File: src/hw/pfw_pkg.sv
// Purpose: constants for the program flash write guard
// Assumes: AXI4-Lite register access, 100 MHz clock
// Notes:   offsets are byte addresses of aligned words
package pfw_pkg;
   // ==========================================
   // register map
   localparam logic [7:0] ADDR_CONTROL_1   = 8'h00;
   localparam logic [7:0] ADDR_UNLOCK_KEY  = 8'h04;
   localparam logic [7:0] ADDR_ADDR_LOW    = 8'h08;
   localparam logic [7:0] ADDR_ADDR_HIGH   = 8'h0C;
   localparam logic [7:0] ADDR_DATA_LOW    = 8'h10;
   localparam logic [7:0] ADDR_DATA_HIGH   = 8'h14;
   localparam logic [7:0] ADDR_STATUS      = 8'h18;
   // ==========================================
   // control register fields
   localparam int BIT_RD     = 0;
   localparam int BIT_WR     = 1;
   localparam int BIT_PROG_EN    = 2;
   localparam int BIT_FREE       = 4;
   localparam int BIT_LATCH_ONLY = 5;
   localparam int BIT_CFG_SEL    = 6;
   localparam int BIT_TOP    = 7;
   // ==========================================
   // unlock keys
   localparam logic [7:0] KEY_FIRST  = 8'h55;
   localparam logic [7:0] KEY_SECOND = 8'hAA;
   // ==========================================
   // timing
   localparam int CLK_HZ          = 100_000_000;
   localparam int PUD_MS          = 64;
   localparam int PUD_CYCLES      = CLK_HZ / 1000 * PUD_MS;
   localparam logic [1:0] RESP_OKAY   = 2'b00;
   localparam logic [1:0] RESP_SLVERR = 2'b10;
   // ==========================================
   // flash operation codes
   typedef enum logic [1:0] {
      PFW_OP_READ  = 2'h0,
      PFW_OP_ERASE = 2'h1,
      PFW_OP_WRITE = 2'h2,
      PFW_OP_LATCH = 2'h3
   } pfw_op_t;
endpackage

File: src/hw/pfw_guard.sv
// Purpose: write guard and control registers for self-programming flash
// Assumes: flash array answers each request with flash_done
// Notes:   serial programming path enters on sp_* ports
`timescale 1ns/1ps
module pfw_guard import pfw_pkg::*; #(
   parameter int PUD_COUNT  = PUD_CYCLES,
   parameter int ADDR_W     = 13
) (
   // clock and reset
   input  wire logic              aclk,
   input  wire logic              aresetn,
   // axi4-lite write
   input  wire logic [7:0]        s_axi_awaddr,
   input  wire logic              s_axi_awvalid,
   output logic                   s_axi_awready,
   input  wire logic [31:0]       s_axi_wdata,
   input  wire logic [3:0]        s_axi_wstrb,
   input  wire logic              s_axi_wvalid,
   output logic                   s_axi_wready,
   output logic [1:0]             s_axi_bresp,
   output logic                   s_axi_bvalid,
   input  wire logic              s_axi_bready,
   // axi4-lite read
   input  wire logic [7:0]        s_axi_araddr,
   input  wire logic              s_axi_arvalid,
   output logic                   s_axi_arready,
   output logic [31:0]            s_axi_rdata,
   output logic [1:0]             s_axi_rresp,
   output logic                   s_axi_rvalid,
   input  wire logic              s_axi_rready,
   // protection settings
   input  wire logic              code_protect,
   input  wire logic              wp_hit,
   // serial programming path
   input  wire logic              sp_mod_req,
   output logic                   sp_mod_grant,
   output logic                   sp_mod_refused,
   // flash array
   output logic                   flash_req,
   output logic [1:0]             flash_op,
   output logic                   flash_cfg,
   output logic [ADDR_W-1:0]      flash_addr,
   output logic [13:0]            flash_wdata,
   input  wire logic              flash_done,
   input  wire logic [13:0]       flash_rdata
);
   // address high register carries bits above 8, so at least 9 and at most 16 bits
   if (ADDR_W < 9 || ADDR_W > 16 || PUD_COUNT < 1) begin : g_bad_param
      $error("pfw_guard: bad parameter");
   end

   logic [31:0]       pud_cnt_q;
   logic              pud_busy_q;
   logic              prog_en_q, free_q, latch_only_q, cfg_sel_q, wr_q, rd_q;
   logic [ADDR_W-1:0] addr_q;
   logic [7:0]        dlow_q;
   logic [5:0]        dhigh_q;
   logic              aw_q, w_q;
   logic [7:0]        awaddr_q;
   logic [31:0]       wdata_q;
   logic              do_wr;
   logic              unlocked;
   logic              blocked_q;
   logic              sp_busy_q;

   function automatic logic hits(input logic [7:0] a, input logic [7:0] reg_addr);
      return a[7:2] == reg_addr[7:2];
   endfunction

   // ==========================================
   // power-up delay timer
   always_ff @(posedge aclk) begin
      if (!aresetn) begin
         pud_cnt_q  <= 32'h0000_0000;
         pud_busy_q <= 1'b1;
      end else if (pud_busy_q) begin
         pud_cnt_q  <= pud_cnt_q + 32'h0000_0001;
         pud_busy_q <= (pud_cnt_q < 32'(PUD_COUNT - 1));
      end
   end

   // ==========================================
   // axi write channel: addr and data taken in either order
   assign do_wr = aw_q && w_q && !s_axi_bvalid;

   always_ff @(posedge aclk) begin
      if (!aresetn) begin
         aw_q          <= 1'b0;
         w_q           <= 1'b0;
         awaddr_q      <= 8'h00;
         wdata_q       <= 32'h0000_0000;
         s_axi_awready <= 1'b0;
         s_axi_wready  <= 1'b0;
         s_axi_bvalid  <= 1'b0;
         s_axi_bresp   <= RESP_OKAY;
      end else begin
         s_axi_awready <= !aw_q && !s_axi_awready && s_axi_awvalid;
         s_axi_wready  <= !w_q && !s_axi_wready && s_axi_wvalid;
         if (s_axi_awvalid && s_axi_awready) begin
            aw_q     <= 1'b1;
            awaddr_q <= s_axi_awaddr;
         end
         if (s_axi_wvalid && s_axi_wready) begin
            w_q     <= 1'b1;
            wdata_q <= s_axi_wstrb[0] ? s_axi_wdata : 32'h0000_0000;
         end
         if (do_wr) begin
            aw_q         <= 1'b0;
            w_q          <= 1'b0;
            s_axi_bvalid <= 1'b1;
            s_axi_bresp  <= (awaddr_q > ADDR_STATUS) ? RESP_SLVERR : RESP_OKAY;
         end else if (s_axi_bvalid && s_axi_bready) begin
            s_axi_bvalid <= 1'b0;
         end
      end
   end

   // ==========================================
   // unlock sequence
   pfw_unlock u_unlock (
      .aclk     (aclk),
      .aresetn  (aresetn),
      .key_wr   (do_wr && hits(awaddr_q, ADDR_UNLOCK_KEY)),
      .key_data (wdata_q[7:0]),
      .other_wr (do_wr && !hits(awaddr_q, ADDR_UNLOCK_KEY) && !hits(awaddr_q, ADDR_CONTROL_1)),
      .consume  (do_wr && hits(awaddr_q, ADDR_CONTROL_1)),
      .unlocked (unlocked)
   );

   // ==========================================
   // control register and flash request
   logic wr_go;
   // write protection deliberately not consulted on the cpu path
   assign wr_go = do_wr && hits(awaddr_q, ADDR_CONTROL_1) && wdata_q[BIT_WR] && !wr_q && !rd_q
                  && prog_en_q && wdata_q[BIT_PROG_EN] && unlocked && !pud_busy_q;

   always_ff @(posedge aclk) begin
      if (!aresetn) begin
         prog_en_q    <= 1'b0;
         free_q       <= 1'b0;
         latch_only_q <= 1'b0;
         cfg_sel_q    <= 1'b0;
         wr_q      <= 1'b0;
         rd_q      <= 1'b0;
         blocked_q <= 1'b0;
      end else begin
         if (do_wr && hits(awaddr_q, ADDR_CONTROL_1)) begin
            prog_en_q    <= wdata_q[BIT_PROG_EN];
            latch_only_q <= wdata_q[BIT_LATCH_ONLY];
            cfg_sel_q    <= wdata_q[BIT_CFG_SEL];
            if (!wr_q) free_q <= wdata_q[BIT_FREE];
            blocked_q <= wdata_q[BIT_WR] && !wr_go && !wr_q;
         end
         if (wr_go) begin
            wr_q <= 1'b1;
         end else if (wr_q && flash_done) begin
            wr_q   <= 1'b0;
            free_q <= 1'b0;
         end
         if (do_wr && hits(awaddr_q, ADDR_CONTROL_1) && wdata_q[BIT_RD] && !wr_q && !wr_go) begin
            rd_q <= 1'b1;
         end else if (rd_q && flash_done) begin
            rd_q <= 1'b0;
         end
      end
   end

   // ==========================================
   // address and data registers
   always_ff @(posedge aclk) begin
      if (!aresetn) begin
         addr_q  <= '0;
         dlow_q  <= 8'h00;
         dhigh_q <= 6'h00;
      end else begin
         if (do_wr && hits(awaddr_q, ADDR_ADDR_LOW)) addr_q[7:0] <= wdata_q[7:0];
         if (do_wr && hits(awaddr_q, ADDR_ADDR_HIGH)) addr_q[ADDR_W-1:8] <= wdata_q[ADDR_W-9:0];
         if (do_wr && hits(awaddr_q, ADDR_DATA_LOW)) dlow_q <= wdata_q[7:0];
         if (do_wr && hits(awaddr_q, ADDR_DATA_HIGH)) dhigh_q <= wdata_q[5:0];
         if (rd_q && flash_done) begin
            // data returned as stored, code protection never scrambles it
            dlow_q  <= flash_rdata[7:0];
            dhigh_q <= flash_rdata[13:8];
         end
      end
   end

   // ==========================================
   // flash request outputs
   always_ff @(posedge aclk) begin
      if (!aresetn) begin
         flash_req   <= 1'b0;
         flash_op    <= PFW_OP_READ;
         flash_cfg   <= 1'b0;
         flash_addr  <= '0;
         flash_wdata <= 14'h0000;
      end else begin
         flash_req <= (wr_q || rd_q) && !flash_done;
         if (wr_go) begin
            // erase select and latch-only taken from the same word that sets write-go
            flash_op <= wdata_q[BIT_FREE] ? PFW_OP_ERASE
                      : (wdata_q[BIT_LATCH_ONLY] ? PFW_OP_LATCH : PFW_OP_WRITE);
         end else if (!wr_q && !rd_q) begin
            flash_op <= PFW_OP_READ;
         end
         flash_cfg   <= cfg_sel_q;
         flash_addr  <= addr_q;
         flash_wdata <= {dhigh_q, dlow_q};
      end
   end

   // ==========================================
   // serial programming path
   always_ff @(posedge aclk) begin
      if (!aresetn) begin
         sp_mod_grant   <= 1'b0;
         sp_mod_refused <= 1'b0;
         sp_busy_q      <= 1'b0;
      end else begin
         sp_busy_q      <= sp_mod_req;
         sp_mod_grant   <= sp_mod_req && !sp_busy_q && !wp_hit && !pud_busy_q;
         sp_mod_refused <= sp_mod_req && !sp_busy_q && (wp_hit || pud_busy_q);
      end
   end

   // ==========================================
   // axi read channel
   logic [31:0] rd_mux;
   always_comb begin
      rd_mux = 32'h0000_0000;
      unique case (s_axi_araddr[7:2])
         ADDR_CONTROL_1[7:2]: rd_mux = {24'h000000, 1'b1, cfg_sel_q, latch_only_q, free_q, 1'b0, prog_en_q, wr_q, rd_q};
         ADDR_UNLOCK_KEY[7:2]: rd_mux = 32'h0000_0000;
         ADDR_ADDR_LOW[7:2]:  rd_mux = {24'h000000, addr_q[7:0]};
         ADDR_ADDR_HIGH[7:2]: rd_mux = 32'(addr_q[ADDR_W-1:8]);
         ADDR_DATA_LOW[7:2]:  rd_mux = {24'h000000, dlow_q};
         ADDR_DATA_HIGH[7:2]: rd_mux = {26'h0000000, dhigh_q};
         ADDR_STATUS[7:2]:    rd_mux = {28'h0000000, code_protect, blocked_q, unlocked, pud_busy_q};
         default:             rd_mux = 32'h0000_0000;
      endcase
   end

   always_ff @(posedge aclk) begin
      if (!aresetn) begin
         s_axi_arready <= 1'b0;
         s_axi_rvalid  <= 1'b0;
         s_axi_rdata   <= 32'h0000_0000;
         s_axi_rresp   <= RESP_OKAY;
      end else begin
         s_axi_arready <= s_axi_arvalid && !s_axi_arready && !s_axi_rvalid;
         if (s_axi_arvalid && s_axi_arready) begin
            s_axi_rvalid <= 1'b1;
            s_axi_rdata  <= rd_mux;
            s_axi_rresp  <= (s_axi_araddr > ADDR_STATUS) ? RESP_SLVERR : RESP_OKAY;
         end else if (s_axi_rvalid && s_axi_rready) begin
            s_axi_rvalid <= 1'b0;
         end
      end
   end
endmodule

File: src/hw/pfw_unlock.sv
// Purpose: unlock key sequence tracker
// Assumes: key_wr pulses once per write to the key port
// Notes:   any other write to any register breaks the sequence
`timescale 1ns/1ps
module pfw_unlock import pfw_pkg::*; (
   // clock and reset
   input  wire logic       aclk,
   input  wire logic       aresetn,
   // key port writes
   input  wire logic       key_wr,
   input  wire logic [7:0] key_data,
   input  wire logic       other_wr,
   input  wire logic       consume,
   // state
   output logic            unlocked
);
   logic first_q;
   logic unlocked_q;

   // ==========================================
   // ordered pair 55h then AAh
   always_ff @(posedge aclk) begin
      if (!aresetn) begin
         first_q    <= 1'b0;
         unlocked_q <= 1'b0;
      end else if (consume || other_wr) begin
         first_q    <= 1'b0;
         unlocked_q <= 1'b0;
      end else if (key_wr) begin
         first_q    <= (key_data == KEY_FIRST);
         unlocked_q <= first_q && (key_data == KEY_SECOND);
      end
   end

   assign unlocked = unlocked_q;
endmodule

File: config.mk
export PLATFORM = sky130hd
export DESIGN_NAME = pfw_guard
export DESIGN_NICKNAME = d
export VERILOG_FILES = /design/src/hw/pfw_pkg.sv /design/src/hw/pfw_guard.sv /design/src/hw/pfw_unlock.sv
export SDC_FILE = /design/constraint.sdc
export NUM_CORES = 1
export LEC_CHECK = 0
export BUFFER_PORTS_ARGS = -buffer_cell sky130_fd_sc_hd__buf_2
export CAP_MARGIN = 20
export CELL_PAD_IN_SITES_DETAIL_PLACEMENT = 1
export CELL_PAD_IN_SITES_GLOBAL_PLACEMENT = 1
export CORE_MARGIN = 2
export CORE_UTILIZATION = 42
export DETAILED_ROUTE_END_ITERATION = 16
export GPL_TIMING_DRIVEN = 0
export PLACE_DENSITY_LB_ADDON = 0.1
export REMOVE_ABC_BUFFERS = 1
export SETUP_SLACK_MARGIN = 0.02
export SLEW_MARGIN = 20
export SYNTH_ARGS = -nofsm -noshare
export SYNTH_HDL_FRONTEND = slang
export SYNTH_SLANG_ARGS = --single-unit
File: constraint.sdc
create_clock -name aclk -period 2.77 [get_ports aclk]
set_input_delay 0.554 -clock aclk [delete_from_list [all_inputs] [get_ports aclk]]
set_output_delay 0.554 -clock aclk [all_outputs]
set_load 0.1 [all_outputs]
==> flow_summary.ini <==
[synthesis]
yosysTopAreaCell = dfxtp_1
synth_cell_type_count = 60
postSynthAreaPerCell_um2 = 8.708
dominantRegCellSynth = dfxtp_1
yosysMostFrequentCell = dfxtp_1
synth_edf_count = 0
synthArstFlopShare_pct = 0
synth.area.top_cells = dfxtp_1, nand2_1, mux2i_1, a21oi_1, nand3_1
synth.top_cell.area_share_pct = 47.02
syn_area_um2 = 5791
ys_seq_area_share_pct = 47.02
ys_top_cells_by_count = dfxtp_1, nand2_1, a21oi_1
synthCells = 665
ys_seq_elements = 136
ys_warn_count = 0

[grt]
grt_overflow = 0
grt_max_degree = 59
grt_pass1_vias = 5135
grt_util_all_layers_pct = 22.99
antenna_found_initial = 0
grt_pass1_wl_um = 26170

[clock_network]
numCtsBuffers = 17
clk_pin_slew_ns = 0.06
post_cts_buffers = 0
cts_max_level = 4
numClockSinks = 136
cts_max_path_buffers = 2
clockRootBuffer = clkbuf_16
postCtsHoldBufs = 0
clk_latency_ns = 0.42
cts_tree = done
ctsResizeCount = 0

[routing]
drtAntennaViolNets = 0
firstDrtPassIters = 4
drtIter0Drc = 264
num_vias = 5095
via_per_inst = 5.449
routedWlPerCell_um = 17.15
drc = 0
wl_um = 16040

[flow_run]
max_cap_violations = 0

[worst_setup_path]
crit_slowest_cell = dfxtp_1
crit_fanout = 13
rr_worst_depth = 4
cp_common_cell = or4_1
crit_path_end_kind = flop
r2r_end = pud_cnt_q[24]
worstSetupPathType = flop to flop
r2r-start = pud_busy_q
arrival_ns = 2.60
slowest_delay_ns = 0.69
cp.required_ns = 3.12
startpoint_type = flop
rrSetupSlack_ns = 0.52
crit_chain = nand2_1 -> or4_1 -> or4_1 -> a21oi_1

[finish]
finalNonFillerCells = 935
layout-drive-gt1-share_pct = 17.79
nFillCells = 1638
antenna_cells = 0
final_area_um2 = 6849
seqCellArea_um2 = 2723
syn_to_final_growth_pct = 18.28
multiInputGateArea_um2 = 2743
final_nets = 824

[place]
post-place-ws_ns = 0.04075
port_buffers = 97
place_congestion = 0.8540
placed_area_um2 = 6277
dp.cells = 903
detailed_place_hpwl_um = 11400

[floorplan]
coreArea_um2 = 13350
die_area_um2 = 14740
core.rowCount = 42
initial_core_util_pct = 43.38
fp.dieW_um = 121.4
die_h_um = 121.4
io_pins = 151

[hold_path]
worst_hold_path_type = input port to flop
worstHoldEndpoint = sp_mod_grant
min_from = wp_hit
min_path_cells = 2

[timing]
finalHoldViolCount = 0
post-route-period-util_pct = 81.19
tightest_slew_ns = 0.9623
finClkSkew_ns = 0.007832
finalMaxSlewViolations = 0
max_freq_mhz = 444.7
fin_ws_ns = 0.5212
finalSetupViolCount = 0
slew_headroom_pct = 35.25
rsz0062_at_grt = false
min_period_ns = 2.249

[pwr]
p_leak_nw = 2.858
ir_drop_v = 0.0004542
power_density_nw_per_um2 = 656.4

[status]
status = finished, final reports clean
==> area by class of cell <==
class / count / area share (%)
inverter: 24 / 1.352
clock buffer: 25 / 7.234
clock inverter: 7 / 0.9865
tap: 176 / 3.215
timing repair buffer: 98 / 7.417
multi-input combinational: 469 / 40.04
sequential: 136 / 39.75
==> kinds of logic (layout without fill, tap and decap cells) <==
| family | Yosys count | count (layout) | share of synthesized area (%) |
|---|---|---|---|
| xor gates and xnor gates | 10 | 10 | 1.512 |
| DFF | 136 | 136 | 47.02 |
| other | 1 | 26 | 0.06476 |
| buffers and inverters | 85 | 154 | 7.347 |
| AOI/OAI and AO/OA | 122 | 122 | 13.92 |
| muxes | 29 | 29 | 5.078 |
| adders and majority gates | 1 | 1 | 0.2160 |
| and+or+nand+nor | 281 | 281 | 24.85 |
==> power breakdown <==
part	switching, W	internal, W
registers	0.0000211	0.00197
logic	0.000291	0.0000588
clock network	0.000825	0.00133
==> sequential cells by signal (all words and copies together), names as in the netlist, 2 cells and up <==
register and flops:
flash_op 2, dlow_q 8, awaddr_q 8, flash_wdata 14, s_axi_rdata 8, addr_q 13
wdata_q 8, flash_addr 13, pud_cnt_q 32, dhigh_q 6
==> layout by cell type, fill, tap and decap left out, types with 5 or more instances in the layout <==
master | Yosys | routed
o31ai_1 | 7 | 7
inv_1 | 24 | 23
or4_1 | 9 | 9
clkbuf_16 | 0 | 17
xor2_1 | 5 | 5
conb_1 | 1 | 26
a311oi_1 | 8 | 8
xnor2_1 | 5 | 5
and2_1 | 18 | 18
nand4_1 | 13 | 13
o41ai_1 | 5 | 5
mux2i_1 | 26 | 26
nor4_1 | 11 | 10
o21ai_0 | 14 | 14
nand2b_1 | 10 | 10
nand3_1 | 43 | 43
nand2_1 | 94 | 94
nor3_1 | 10 | 10
a21oi_1 | 48 | 48
nor2_1 | 34 | 34
or3_1 | 7 | 7
buf_2 | 1 | 96
and3_1 | 9 | 9
a22oi_1 | 9 | 9
dfxtp_1 | 136 | 136
==> per-stage QoR <==
stage	total power (W)	setup TNS, ns	utilization, %	hold slack (ns)
6_report	0.004496	0	51.31	0.3043
4_1_cts	0.004525	0	51.25	0.2863
3_3_place_gp	0.002377	-56.01	46.86	0.4035
3_5_place_dp	0.002387	0	47.03	0.4205
2_1_floorplan	0.002283	0	-	0.3986
5_1_grt	0.004641	0	51.31	0.2964
==> per-layer routing <==
| layer | global-route usage, % | up-vias | wire length [µm] |
|---|---|---|---|
| met5 | 0 | - | 0 |
| met4 | 8.621 | 0 | 265 |
| met3 | 4.840 | 19 | 789 |
| met2 | 36.66 | 140 | 7337 |
| met1 | 30.61 | 2446 | 7643 |
| li1 | - | 2490 | - |
==> worst max-delay path by stage <==
stage | startpoint | end | depth (start not counted)
final | pud_busy_q | pud_cnt_q[24] | 4
after global routing | pud_busy_q | pud_cnt_q[28] | 4
after CTS | aresetn | s_axi_rdata[1] | 6
after detailed placement | aresetn | s_axi_rdata[1] | 6
after global placement | aresetn | s_axi_rdata[1] | 5
after floorplan | aresetn | s_axi_rdata[0] | 4
==> critical path, delay by kind of cell (launching register included) <==
family,cells,cell delay [ns]
compound gates,1,0.15
flops,1,0.69
simple gates,3,1.33
No activity file was read; power rests on OpenSTA's default activity.
